$ cat config.mk
export PLATFORM = sky130hd
export DESIGN_NAME = xperiph_irq_mux_and_traps
export DESIGN_NICKNAME = d
export VERILOG_FILES = /design/src/verilog/xperiph_irq_mux_and_traps.v
export VERILOG_INCLUDE_DIRS = /design/src /design/src/verilog
export SDC_FILE = /design/constraint.sdc
export NUM_CORES = 1
export LEC_CHECK = 0
export BUFFER_PORTS_ARGS = -buffer_cell sky130_fd_sc_hd__clkbuf_2
export CORE_ASPECT_RATIO = 1.2
export CORE_MARGIN = 5
export CORE_UTILIZATION = 48
export CTS_CLUSTER_DIAMETER = 200
export DETAILED_ROUTE_END_ITERATION = 12
export PLACE_DENSITY = 0.82
export RECOVER_POWER = 50
export SLEW_MARGIN = 10
export SYNTH_ARGS = -nofsm -noshare
export SYNTH_HDL_FRONTEND = slang
export SYNTH_SLANG_ARGS = --single-unit
$ cat constraint.sdc
create_clock -name sys_clk -period 2 [get_ports sys_clk]
set_clock_uncertainty 0.2 [all_clocks]
set_input_delay 0.1 -clock sys_clk [delete_from_list [all_inputs] [get_ports sys_clk]]
set_output_delay 0.1 -clock sys_clk [all_outputs]
set_load 0.01 [all_outputs]
$ cat src/verilog/xperiph_irq_map.vh
// register map, field positions, reset values and trap table constants
// assumes inclusion by bare name from the design file
`ifndef XPERIPH_IRQ_MAP_VH
`define XPERIPH_IRQ_MAP_VH

// ****************
// register byte offsets
// ****************
`define SEL0_OFFSET 8'h00
`define SEL1_OFFSET 8'h04
`define SEL2_OFFSET 8'h08
`define SEL3_OFFSET 8'h0c
`define TRAP_FLAG_OFFSET 8'h10
`define IRQ_STATUS_OFFSET 8'h14
`define IRQ_MASK_OFFSET 8'h18

// ****************
// select register fields and reset values
// ****************
`define SEL_EN_HI 15
`define SEL_EN_LO 8
`define SEL_FLAG_HI 7
`define SEL_FLAG_LO 0
`define SEL_RESET 16'h0000

// ****************
// trap flag register bit positions
// ****************
`define TF_ILL_BUS 0
`define TF_ILL_INSTR 1
`define TF_ILL_OPERAND 2
`define TF_PROT_FAULT 3
`define TF_MAC_INT 4
`define TF_UNDEF_OPC 5
`define TF_STACK_UNDER 13
`define TF_STACK_OVER 14
`define TF_NONMASKABLE 15
`define TF_CLASS_B_MASK 16'h003f
`define TF_RESET 16'h0000

// ****************
// trap vectors, numbers and priorities
// ****************
`define VEC_RESET 24'h000000
`define VEC_NONMASKABLE 24'h000008
`define VEC_STACK_OVER 24'h000010
`define VEC_STACK_UNDER 24'h000018
`define VEC_CLASS_B 24'h000028
`define NUM_RESET 7'h00
`define NUM_NONMASKABLE 7'h02
`define NUM_STACK_OVER 7'h04
`define NUM_STACK_UNDER 7'h06
`define NUM_CLASS_B 7'h0a
`define PRIO_TOP 4'hf
`define LVL_NONE 2'h0
`define LVL_CLASS_B 2'h1
`define LVL_CLASS_A 2'h2
`define LVL_RESET 2'h3

// ************************************************
// bus responses
// ************************************************
`define RESP_OKAY 2'h0
`define RESP_SLVERR 2'h2

`endif

$ cat src/verilog/xperiph_irq_mux_and_traps.v
// shared extension interrupt multiplexer with trap entry arbitration
// assumes source events are one-cycle pulses from logic on sys_clk,
// and an AXI4-Lite master that keeps one write and one read in flight
//
// Operation
// RULE_01 - four shared vectors, each 16-bit select: enables high byte, flags low byte
// RULE_02 - a vector requests only from flags whose enable bit is set
// RULE_03 - events set their flag even while the enable bit is clear
// RULE_04 - software reads the flag byte to find which sources requested
// RULE_05 - i2c, sync and async serial rx/tx events reach vectors zero to two
// RULE_06 - errors, pll/watchdog, both can nodes and pwm reach vector three
// RULE_07 - all resets enter vector zero, trap number zero, highest priority
// RULE_08 - class A traps use own vectors 08h, 10h, 18h and numbers
// RULE_09 - class B traps share vector 28h, number 0Ah, below class A
// RULE_10 - each class B condition sets its own distinct trap flag
// RULE_11 - software trap reaches vectors 0 to 1FCh step 4, keeps priority
// RULE_12 - reset and hardware trap service force cpu priority to 15
// RULE_13 - hardware traps unmaskable, flagged, and block standard interrupts
// RULE_14 - nonmaskable beats stack overflow, which beats stack underflow
// RULE_15 - select flags stay set until written zero; all reset to zero
`timescale 1ns/1ps
`include "xperiph_irq_map.vh"

module xperiph_irq_mux_and_traps
(
    // clock and reset
    input wire sys_clk,
    input wire resetn,
    // axi4-lite write address and data
    input wire [7:0] s_axi_awaddr,
    input wire s_axi_awvalid,
    output wire s_axi_awready,
    input wire [31:0] s_axi_wdata,
    input wire [3:0] s_axi_wstrb,
    input wire s_axi_wvalid,
    output wire s_axi_wready,
    // axi4-lite write response
    output reg [1:0] s_axi_bresp,
    output reg s_axi_bvalid,
    input wire s_axi_bready,
    // axi4-lite read
    input wire [7:0] s_axi_araddr,
    input wire s_axi_arvalid,
    output wire s_axi_arready,
    output reg [31:0] s_axi_rdata,
    output reg [1:0] s_axi_rresp,
    output reg s_axi_rvalid,
    input wire s_axi_rready,
    // extension peripheral events
    input wire firstCanNode,
    input wire secondCanNode,
    input wire i2cReceive,
    input wire i2cTransmit,
    input wire i2cError,
    input wire secondSyncSerialRx,
    input wire secondSyncSerialTx,
    input wire secondSyncSerialErr,
    input wire secondAsyncSerialRx,
    input wire secondAsyncSerialTx,
    input wire secondAsyncSerialTxBuf,
    input wire secondAsyncSerialErr,
    input wire pllUnlockOscWatchdog,
    input wire secondPwmUnit,
    // shared vector requests to the cpu
    output wire sharedVector0,
    output wire sharedVector1,
    output wire sharedVector2,
    output wire sharedVector3,
    // trap sources
    input wire softResetReq,
    input wire watchdogOverflow,
    input wire nonmaskableReq,
    input wire stackOverflow,
    input wire stackUnderflow,
    input wire undefinedOpcode,
    input wire macInterruption,
    input wire protectedInstrFault,
    input wire illegalOperand,
    input wire illegalInstrAccess,
    input wire illegalExtBus,
    input wire swTrapReq,
    input wire [6:0] swTrapNumber,
    // cpu trap entry side
    input wire [3:0] cpuPriorityLevel,
    input wire trapReturn,
    output reg trapTake_q,
    output reg [23:0] trapVector_q,
    output reg [6:0] trapNumber_q,
    output reg [3:0] trapPriority_q,
    output wire standardIrqBlock,
    // interrupt to system
    output wire irq
);

    // ****************
    // bus slave
    // ****************

    // decode of a byte address into a register index, 7 is unmapped
    function [2:0] regIndex;
        input [7:0] addr;
        begin
            case (addr)
                `SEL0_OFFSET: regIndex = 3'd0;
                `SEL1_OFFSET: regIndex = 3'd1;
                `SEL2_OFFSET: regIndex = 3'd2;
                `SEL3_OFFSET: regIndex = 3'd3;
                `TRAP_FLAG_OFFSET: regIndex = 3'd4;
                `IRQ_STATUS_OFFSET: regIndex = 3'd5;
                `IRQ_MASK_OFFSET: regIndex = 3'd6;
                default: regIndex = 3'd7;
            endcase
        end
    endfunction

    reg awHeld_q;
    reg [7:0] awAddr_q;
    reg wHeld_q;
    reg [31:0] wData_q;
    reg [3:0] wStrb_q;
    wire doWrite;
    wire [2:0] wrIdx;
    wire [2:0] rdIdx;
    reg [31:0] rdMux;

    // each half is held until the other arrives; no accept while response pends
    assign s_axi_awready = !awHeld_q && !s_axi_bvalid;
    assign s_axi_wready = !wHeld_q && !s_axi_bvalid;
    assign doWrite = awHeld_q && wHeld_q;
    assign wrIdx = regIndex(awAddr_q);
    assign s_axi_arready = !s_axi_rvalid;
    assign rdIdx = regIndex(s_axi_araddr);

    // write channel capture and response
    always @(posedge sys_clk)
    begin
        if (!resetn)
        begin
            awHeld_q <= 1'b0;
            awAddr_q <= 8'h00;
            wHeld_q <= 1'b0;
            wData_q <= 32'h00000000;
            wStrb_q <= 4'h0;
            s_axi_bvalid <= 1'b0;
            s_axi_bresp <= `RESP_OKAY;
        end
        else
        begin
            if (s_axi_awvalid && s_axi_awready)
            begin
                awHeld_q <= 1'b1;
                awAddr_q <= s_axi_awaddr;
            end
            if (s_axi_wvalid && s_axi_wready)
            begin
                wHeld_q <= 1'b1;
                wData_q <= s_axi_wdata;
                wStrb_q <= s_axi_wstrb;
            end
            if (doWrite)
            begin
                awHeld_q <= 1'b0;
                wHeld_q <= 1'b0;
                s_axi_bvalid <= 1'b1;
                s_axi_bresp <= (wrIdx == 3'd7) ? `RESP_SLVERR : `RESP_OKAY;
            end
            else if (s_axi_bvalid && s_axi_bready)
                s_axi_bvalid <= 1'b0;
        end
    end

    // ****************
    // shared vector select registers
    // ****************

    wire [7:0] srcVec [0:3];
    wire [63:0] selFlat;
    wire [3:0] vecReq;

    // RULE_05 rx/tx sources on vectors zero to two
    assign srcVec[0] = {secondAsyncSerialTxBuf, secondAsyncSerialTx, secondAsyncSerialRx,
        secondSyncSerialTx, secondSyncSerialRx, i2cTransmit, i2cReceive, firstCanNode};
    assign srcVec[1] = {secondAsyncSerialTxBuf, secondAsyncSerialTx, secondAsyncSerialRx,
        secondSyncSerialTx, secondSyncSerialRx, i2cTransmit, i2cReceive, secondCanNode};
    assign srcVec[2] = {secondAsyncSerialTxBuf, secondAsyncSerialTx, secondAsyncSerialRx,
        secondSyncSerialTx, secondSyncSerialRx, i2cTransmit, i2cReceive, secondPwmUnit};
    // RULE_06 errors and slow sources on vector three
    assign srcVec[3] = {1'b0, secondPwmUnit, pllUnlockOscWatchdog, secondAsyncSerialErr,
        secondSyncSerialErr, i2cError, secondCanNode, firstCanNode};

    genvar v;
    generate
        for (v = 0; v < 4; v = v + 1)
        begin : gVec
            reg [7:0] enable_q;
            reg [7:0] flag_q;
            wire hit;
            wire [7:0] keep;
            wire [15:0] selRst;
            assign selRst = `SEL_RESET;
            assign hit = doWrite && (wrIdx == v);
            // writing zero clears a flag, writing one leaves it alone
            assign keep = (hit && wStrb_q[0]) ? wData_q[7:0] : 8'hff;
            // RULE_01 enable byte high, flag byte low
            // RULE_15 sticky flags, zero at reset
            always @(posedge sys_clk)
            begin
                if (!resetn)
                begin
                    enable_q <= selRst[`SEL_EN_HI:`SEL_EN_LO];
                    flag_q <= selRst[`SEL_FLAG_HI:`SEL_FLAG_LO];
                end
                else
                begin
                    if (hit && wStrb_q[1])
                        enable_q <= wData_q[`SEL_EN_HI:`SEL_EN_LO];
                    // RULE_03 event sets flag regardless of enable, set beats clear
                    flag_q <= (flag_q & keep) | srcVec[v];
                end
            end
            assign selFlat[v*16 +: 16] = {enable_q, flag_q};
            // RULE_02 enables mask the flags
            assign vecReq[v] = |(enable_q & flag_q);
        end
    endgenerate

    assign sharedVector0 = vecReq[0];
    assign sharedVector1 = vecReq[1];
    assign sharedVector2 = vecReq[2];
    assign sharedVector3 = vecReq[3];

    // ****************
    // trap flags and arbitration
    // ****************

    reg [15:0] trapFlag_q;
    reg [2:0] pendA_q;
    reg pendB_q;
    reg pendReset_q;
    reg [1:0] activeLvl_q;
    wire [15:0] trapEvt;
    wire [15:0] tfKeep;
    wire resetEvt;
    reg takeNow;
    reg [23:0] vecSel;
    reg [6:0] numSel;
    reg [3:0] prioSel;
    reg [1:0] lvlSel;
    reg [2:0] clrA;
    reg clrB;
    reg clrReset;

    // RULE_10 a distinct flag per class B condition
    assign trapEvt = {nonmaskableReq, stackOverflow, stackUnderflow, 7'h00,
        undefinedOpcode, macInterruption, protectedInstrFault,
        illegalOperand, illegalInstrAccess, illegalExtBus};
    assign resetEvt = softResetReq || watchdogOverflow;
    assign tfKeep = (doWrite && wrIdx == 3'd4) ?
        {wStrb_q[1] ? wData_q[15:8] : 8'hff, wStrb_q[0] ? wData_q[7:0] : 8'hff} : 16'hffff;

    // arbitration; a pending reset is taken whatever is in service, other traps only preempt a lower class
    always @*
    begin
        takeNow = 1'b0;
        vecSel = `VEC_RESET;
        numSel = `NUM_RESET;
        prioSel = `PRIO_TOP;
        lvlSel = activeLvl_q;
        clrA = 3'b000;
        clrB = 1'b0;
        clrReset = 1'b0;
        // RULE_07 resets first, vector zero
        if (pendReset_q)
        begin
            takeNow = 1'b1;
            lvlSel = `LVL_RESET;
            clrReset = 1'b1;
        end
        // RULE_14 nonmaskable, then overflow, then underflow
        else if (pendA_q != 3'b000 && activeLvl_q < `LVL_CLASS_A)
        begin
            takeNow = 1'b1;
            lvlSel = `LVL_CLASS_A;
            // RULE_08 dedicated class A vectors
            if (pendA_q[2])
            begin
                vecSel = `VEC_NONMASKABLE;
                numSel = `NUM_NONMASKABLE;
                clrA = 3'b100;
            end
            else if (pendA_q[1])
            begin
                vecSel = `VEC_STACK_OVER;
                numSel = `NUM_STACK_OVER;
                clrA = 3'b010;
            end
            else
            begin
                vecSel = `VEC_STACK_UNDER;
                numSel = `NUM_STACK_UNDER;
                clrA = 3'b001;
            end
        end
        // RULE_09 one shared class B entry below class A
        else if (pendB_q && activeLvl_q < `LVL_CLASS_B)
        begin
            takeNow = 1'b1;
            lvlSel = `LVL_CLASS_B;
            vecSel = `VEC_CLASS_B;
            numSel = `NUM_CLASS_B;
            clrB = 1'b1;
        end
        // RULE_11 software trap keeps current priority, not while hardware pends
        else if (swTrapReq && activeLvl_q == `LVL_NONE)
        begin
            takeNow = 1'b1;
            vecSel = {15'h0000, swTrapNumber, 2'b00};
            numSel = swTrapNumber;
            prioSel = cpuPriorityLevel;
        end
    end

    // RULE_13 unmaskable flags, pending state and service tracking
    always @(posedge sys_clk)
    begin
        if (!resetn)
        begin
            trapFlag_q <= `TF_RESET;
            pendA_q <= 3'b000;
            pendB_q <= 1'b0;
            pendReset_q <= 1'b0;
            activeLvl_q <= `LVL_NONE;
            trapTake_q <= 1'b0;
            trapVector_q <= `VEC_RESET;
            trapNumber_q <= `NUM_RESET;
            trapPriority_q <= `PRIO_TOP;
        end
        else
        begin
            // flags stay until software writes zero; a new event wins
            trapFlag_q <= (trapFlag_q & tfKeep) | trapEvt;
            pendA_q <= (pendA_q & ~clrA) | trapEvt[15:13];
            pendB_q <= (pendB_q && !clrB) || |(trapEvt & `TF_CLASS_B_MASK);
            pendReset_q <= (pendReset_q && !clrReset) || resetEvt;
            trapTake_q <= takeNow;
            if (takeNow)
            begin
                trapVector_q <= vecSel;
                trapNumber_q <= numSel;
                // RULE_12 hardware entries carry priority 15
                trapPriority_q <= prioSel;
                activeLvl_q <= lvlSel;
            end
            else if (trapReturn)
                activeLvl_q <= `LVL_NONE;
        end
    end

    // hardware trap service holds off standard and event-controller interrupts
    assign standardIrqBlock = (activeLvl_q != `LVL_NONE);

    // ****************
    // system interrupt status and mask
    // ****************

    reg [3:0] irqStatus_q;
    reg [3:0] irqMask_q;
    wire stHit;

    assign stHit = doWrite && (wrIdx == 3'd5) && wStrb_q[0];

    // write one to clear; a vector still requesting sets again at once
    always @(posedge sys_clk)
    begin
        if (!resetn)
        begin
            irqStatus_q <= 4'h0;
            irqMask_q <= 4'h0;
        end
        else
        begin
            irqStatus_q <= (irqStatus_q & ~(stHit ? wData_q[3:0] : 4'h0)) | vecReq;
            if (doWrite && wrIdx == 3'd6 && wStrb_q[0])
                irqMask_q <= wData_q[3:0];
        end
    end

    assign irq = |(irqStatus_q & irqMask_q);

    // ****************
    // read path
    // ****************

    // RULE_04 flag byte readable for source identification
    always @*
    begin
        case (rdIdx)
            3'd0: rdMux = {16'h0000, selFlat[15:0]};
            3'd1: rdMux = {16'h0000, selFlat[31:16]};
            3'd2: rdMux = {16'h0000, selFlat[47:32]};
            3'd3: rdMux = {16'h0000, selFlat[63:48]};
            3'd4: rdMux = {16'h0000, trapFlag_q};
            3'd5: rdMux = {28'h0000000, irqStatus_q};
            3'd6: rdMux = {28'h0000000, irqMask_q};
            default: rdMux = 32'h00000000;
        endcase
    end

    // read answer one cycle after address accept
    always @(posedge sys_clk)
    begin
        if (!resetn)
        begin
            s_axi_rvalid <= 1'b0;
            s_axi_rdata <= 32'h00000000;
            s_axi_rresp <= `RESP_OKAY;
        end
        else if (s_axi_arvalid && s_axi_arready)
        begin
            s_axi_rvalid <= 1'b1;
            s_axi_rdata <= rdMux;
            s_axi_rresp <= (rdIdx == 3'd7) ? `RESP_SLVERR : `RESP_OKAY;
        end
        else if (s_axi_rvalid && s_axi_rready)
            s_axi_rvalid <= 1'b0;
    end

endmodule
# Word level (Yosys, flattened, before mapping)
# Cells that the tools add are included.
# classes
add_sub_neg,0
multipliers,0
div_mod_pow,0
order_cmp,2
n_eq_ne,27
shift,0
muxes,50
bitwise_logic,22
reduce_logical,57
# op_table
cell,n
$pmux 16 s7,1
$and 8x8->8,8
$eq 8x5->1 const B,6
$mux 24,2
$mux 8,6
$pmux 3 s7,2
$eq 8x4->1 const B,4
$reduce_or 8->1,4
$logic_and 1x1->1,30
$mux 7,4
$eq 3x3->1 const B,8
$mux 4,6
$or 8x8->8,3
$mux 2,9
$mux 9,2
$and 16x16->16,1
$eq 8x3->1 const B,2
$logic_not 8->1,2
$mux 16,1
$or 16x16->16,1
$eq 3x2->1 const B,4
$mux 1,12
$mux 3,4
$and 4x4->4,2
22 further kinds,34
# totals
reg_bits,197
latchBits,0
ramBits,0
mem_bits_ro,0
input_bits,97
output_inout_bits,83
word_cells,187
mem_count,0

# Depth between registers and ports, before layout
# logic_depth
depth_word,9
depth_mapped,7
mapped_depth_nobuf,4

# Worst setup path after synthesis
# OpenSTA, ideal clock, no wires.
# synth_timing
kind,register -> register
from,register awAddr_q[0]
to,register gVec[3].enable_q[5]
setup_time_ns,0.116
t_arrival_ns,1.755
slack_ns,-0.070
stages_incl_launch_ff,7
path_buffers,2
cell_sequence,dfxtp_1 or4_4 or4_4 buf_6 buf_12 nand3_2 o21ai_2
# synth_via
elab_chain_cells,5
word_cells_on_any_way,11
cone_classes,eq/ne: 7; mux: 1; reduce/logical: 3
# synth_lines
element,line_no,text
"start, declared",xperiph_irq_mux_and_traps.v:117,reg [7:0] awAddr_q;
"start signal, assigned",xperiph_irq_mux_and_traps.v:152,awAddr_q <= s_axi_awaddr;
$eq 8x5->1 (tied with other cells),xperiph_irq_mux_and_traps.v:103,case (addr)
$pmux 3 s7 (*),xperiph_irq_mux_and_traps.v:103,
$eq 3x2->1 (*),xperiph_irq_mux_and_traps.v:201,assign hit = doWrite && (wrIdx == v);
$logic_and 1x1->1 (*),xperiph_irq_mux_and_traps.v:201,
$logic_and 1x1->1 (*),xperiph_irq_mux_and_traps.v:215,if (hit && wStrb_q[1])
"end signal, assigned",xperiph_irq_mux_and_traps.v:210,enable_q <= selRst[`SEL_EN_HI:`SEL_EN_LO];
"end signal, assigned",xperiph_irq_mux_and_traps.v:216,enable_q <= wData_q[`SEL_EN_HI:`SEL_EN_LO];
"end, declared",xperiph_irq_mux_and_traps.v:195,reg [7:0] enable_q;
# Mark *: on every way between the ends. The rest lies on a longest branch, timed or not.
# A chain may end at the register's enable or synchronous reset.

# Worst setup path after layout
# layout_timing
from,register awAddr_q[3]
to,register gVec[2].enable_q[2]
# layout_via
elab_chain_cells,5
word_cells_on_any_way,11
cone_classes,eq/ne: 7; mux: 1; reduce/logical: 3
# layout_lines
element,line_no
$eq 8x5->1 (tied with other cells),xperiph_irq_mux_and_traps.v:103
$pmux 3 s7 (*),xperiph_irq_mux_and_traps.v:103
$eq 3x2->1 (*),xperiph_irq_mux_and_traps.v:201
$logic_and 1x1->1 (*),xperiph_irq_mux_and_traps.v:201
$logic_and 1x1->1 (*),xperiph_irq_mux_and_traps.v:215
"end signal, assigned",xperiph_irq_mux_and_traps.v:210
"end signal, assigned",xperiph_irq_mux_and_traps.v:216
"end, declared",xperiph_irq_mux_and_traps.v:195
# Marks and branches as above.

==> run_results.csv <==
group,metric,value,unit
finish,fill_cells,1098,
global_route,globalRoute.totalOverflow,0,
critical_path,critical_path_peak_fanout,8,
place,dpl-instance-area,0.00748,sq mm
clock_tree,clockRootBuffer,"sky130_fd_sc_hd__clkbuf_16",
sta,period_minus_slack,1990,ps
power,vdd_drop_max,0.485,mV
finish,drive_gt1_share,17.3,%
yosys,synth.area.top_cells,"sky130_fd_sc_hd__dfxtp_1 46%, sky130_fd_sc_hd__nand2_1 5.7%, sky130_fd_sc_hd__mux2i_1 5.5%",
place,place.port_buffers,126,
finish,fin_area,0.00899,sq mm
sta,setup-violations-final,0,
sta,final_max_slew_viol_count,0,
critical_path,worstSetupEndpointType,"register",
global_route,antenna_found_initial,0,
clock_tree,cts_sinks,155,
clock_tree,worst_case_clock_buffer_depth,2,
clock_tree,path_clk_slew,60,ps
yosys,synth.cell_area,0.00678,sq mm
critical_path,crit_path_start_kind,"register",
yosys,asyncSetResetFlopFracSynth,0,%
yosys,synth-seq-area-share,45.8,%
sta,timing.max_slew.rel_slack,54.8,%
route,drtIter0Drc,618,
power,leakagePower,3.71,nW
sta,layout_setup_ws,7.75,ps
global_route,grt_pass1_vias,6580,
route,drt-pass1-iter-count,8,
route,totalWireLength,21.9,mm
route,post_route_ant_nets,0,
yosys,yosys.cell_count.top_type,"sky130_fd_sc_hd__dfxtp_1",
yosys,yosys_warnings,0,
floorplanning,start_util,49.0,%
floorplanning,num_io_pins,180,
clock_tree,htree_num_levels,4,
yosys,yosys_register_bits,155,
global_route,largest_net_degree_at_the_start_of_global_routing,105,
run_status,outcome,"finished clean",
floorplanning,chipHeight,140,um
global_route,grt_pass1_wl,34.2,mm
sta,period_share,99.6,%
global_route,grt_use_total,25.3,%
floorplanning,die-width,118,um
sta,final_hold_viol_count,0,
sta,fmax,502,MHz
floorplanning,core_area,0.0138,sq mm
yosys,synth-main-ff-cell,"sky130_fd_sc_hd__dfxtp_1",
finish,area_delta_synth_final,32.7,%
sta,worst_margin_pin_slew,677,ps
yosys,syn_avg_cell_area,8.83,sq um
critical_path,arr_time_crit_path,2100,ps
finish,layout.cells.non_filler,1172,
clock_tree,tritoncts,"yes",
route,dr_total_vias,6786,
floorplanning,fp-row-count,47,
place,dp_slack,-22.9,ps
clock_tree,tritoncts_buffer_count,17,
clock_tree,cts_setup_buffers,0,
clock_tree,clock_latency,430,ps
yosys,post_synthesis_cell_type_count,54,
sta,totalNegativeSetupSlack,0,ps
yosys,synth_top_area_cell,"sky130_fd_sc_hd__dfxtp_1",
place,globalplace.congestion,0.948,
worst_hold_path,min-delay-path-class,"input pin to register",
finish,num_antenna_cells,0,
yosys,synth_top_area_share,45.8,%
yosys,synth_common_cells,"155 x sky130_fd_sc_hd__dfxtp_1, 102 x sky130_fd_sc_hd__nand2_1, 71 x sky130_fd_sc_hd__a21oi_1, 70 x sky130_fd_sc_hd__o21ai_0, 45 x sky130_fd_sc_hd__nor2_1",
route,detailed_route_vias_per_instance,5.79,
yosys,syn_inst,767,
floorplanning,floorplan.die_area,0.0166,sq mm
finish,finalCoreUtilization,65.1,%
route,post-route-drc-count,0,
route,drt-wirelength-per-cell,18.7,um
critical_path,worst-setup-path-type,"register to register",
finish,nNetsFinal,1085,
place,post-dp-hpwl,14.3,mm
critical_path,worst_ep_required_time,2110,ps
flow_run,maxCapViolCount,0,
place,place.detailed.instances,1044,
yosys,synth_enable_flop_cells,0,
power,cellPowerDensity,815,mW/mm^2
## state kept, by name (all words and copies together) (netlist names), 7 cells and up
name and count:
gVec.flag_q 32, wData_q 16, s_axi_rdata 16, awAddr_q 8, gVec.enable_q 32, trapFlag_q 16, trapNumber_q 7
## critical path: stages, from the launching register on
cell and delay [ps]:
sky130_fd_sc_hd__dfxtp_1 460, sky130_fd_sc_hd__nand4_1 300, sky130_fd_sc_hd__or4_4 590, sky130_fd_sc_hd__buf_12 170, sky130_fd_sc_hd__mux2i_2 140
## kinds of logic (layout without fill, tap and decap cells)
family                 count (synthesis)  after routing  share of synthesized area, %
AND/OR/NAND/NOR                      220            221                          15.3
flip-flops                           155            155                          45.8
buffers and inverters                101            300                          8.44
multiplexers                          42             42                          7.13
other                                  1             35                        0.0553
AO/OA/AOI/OAI                        248            248                          23.2
## layout by cell type (no fill, tap or decap), types with 4 or more instances in the layout
cell | synthesis | routed
sky130_fd_sc_hd__inv_1 | 15 | 15
sky130_fd_sc_hd__o211ai_1 | 4 | 4
sky130_fd_sc_hd__mux4_2 | 5 | 5
sky130_fd_sc_hd__nor2b_1 | 4 | 4
sky130_fd_sc_hd__nor3_1 | 7 | 7
sky130_fd_sc_hd__mux2i_1 | 37 | 36
sky130_fd_sc_hd__clkbuf_2 | 1 | 81
sky130_fd_sc_hd__clkbuf_16 | 0 | 17
sky130_fd_sc_hd__a41oi_1 | 4 | 4
sky130_fd_sc_hd__or4_4 | 2 | 4
sky130_fd_sc_hd__a31oi_1 | 10 | 10
sky130_fd_sc_hd__a22o_1 | 5 | 5
sky130_fd_sc_hd__nand4_1 | 6 | 6
sky130_fd_sc_hd__conb_1 | 1 | 35
sky130_fd_sc_hd__clkinvlp_4 | 0 | 5
sky130_fd_sc_hd__o22a_1 | 5 | 5
sky130_fd_sc_hd__a22oi_1 | 28 | 28
sky130_fd_sc_hd__dfxtp_1 | 155 | 153
sky130_fd_sc_hd__o21ai_0 | 70 | 70
sky130_fd_sc_hd__a2bb2oi_1 | 20 | 20
sky130_fd_sc_hd__clkbuf_1 | 32 | 49
sky130_fd_sc_hd__nand3_1 | 17 | 17
sky130_fd_sc_hd__nor2_1 | 45 | 44
sky130_fd_sc_hd__buf_4 | 43 | 22
sky130_fd_sc_hd__o211a_1 | 6 | 6
sky130_fd_sc_hd__dlygate4sd3_1 | 0 | 95
sky130_fd_sc_hd__nand3b_1 | 4 | 4
sky130_fd_sc_hd__o21ai_2 | 8 | 8
sky130_fd_sc_hd__a21oi_1 | 71 | 71
sky130_fd_sc_hd__nand2_1 | 102 | 101
sky130_fd_sc_hd__and2_1 | 6 | 4
sky130_fd_sc_hd__nand2b_1 | 5 | 5
sky130_fd_sc_hd__o21a_1 | 6 | 6
## routing by layer
layer  global-route usage (%)  routed length [um]  vias up
li1                         -                   -     3126
met1                     30.8                8360     3167
met2                     42.3               10500      402
met3                     7.30                2090       91
met4                     9.97                 923        0
met5                        0                   0        -
## power by group
group,leakage [nW],internal (mW),switching (mW),total (mW)
registers,1.27,3.21,0.136,3.35
clock network,0.268,1.78,1.34,3.12
logic,2.17,0.407,0.459,0.866
total,3.71,5.40,1.93,7.33
## final cells by class
type | instances | area (sq um) | share of cell area [%]
clock buffer | 19 | 453 | 5.04
clock inverter | 13 | 118 | 1.31
inverter | 16 | 60.1 | 0.668
multi-input combinational | 546 | 3270 | 36.3
sequential | 155 | 3110 | 34.5
tap | 171 | 214 | 2.38
timing repair buffer | 252 | 1780 | 19.7
## metrics by stage
stage	hold slack (ps)	total power, mW
5_1_grt	135	7.56
4_1_cts	72.1	7.27
6_report	77.3	7.33
3_5_place_dp	111	4.07
2_1_floorplan	-0.976	3.83
3_3_place_gp	105	4.05
## final timing paths
| check | to | start | slack [ps] | depth (start not counted) |
|---|---|---|---|---|
| setup / recovery | gVec[2].enable_q[2] | awAddr_q[3] | 8 | 4 |
| hold / removal | trapNumber_q[1] | swTrapNumber[1] | 80 | 5 |
| setup reg to reg | gVec[2].enable_q[2] | awAddr_q[3] | 8 | 4 |
| hold reg to reg | trapFlag_q[7] | trapFlag_q[7] | 250 | 2 |
## what timing repair did
action	4_1_cts	5_1_grt
setup endpoints to repair	10	44
hold endpoints to repair	89	0
hold buffers	95	0
gates cloned	0	1
gates resized for setup	1	16
pin swaps	0	3
No activity file was read; power rests on OpenSTA's default activity.
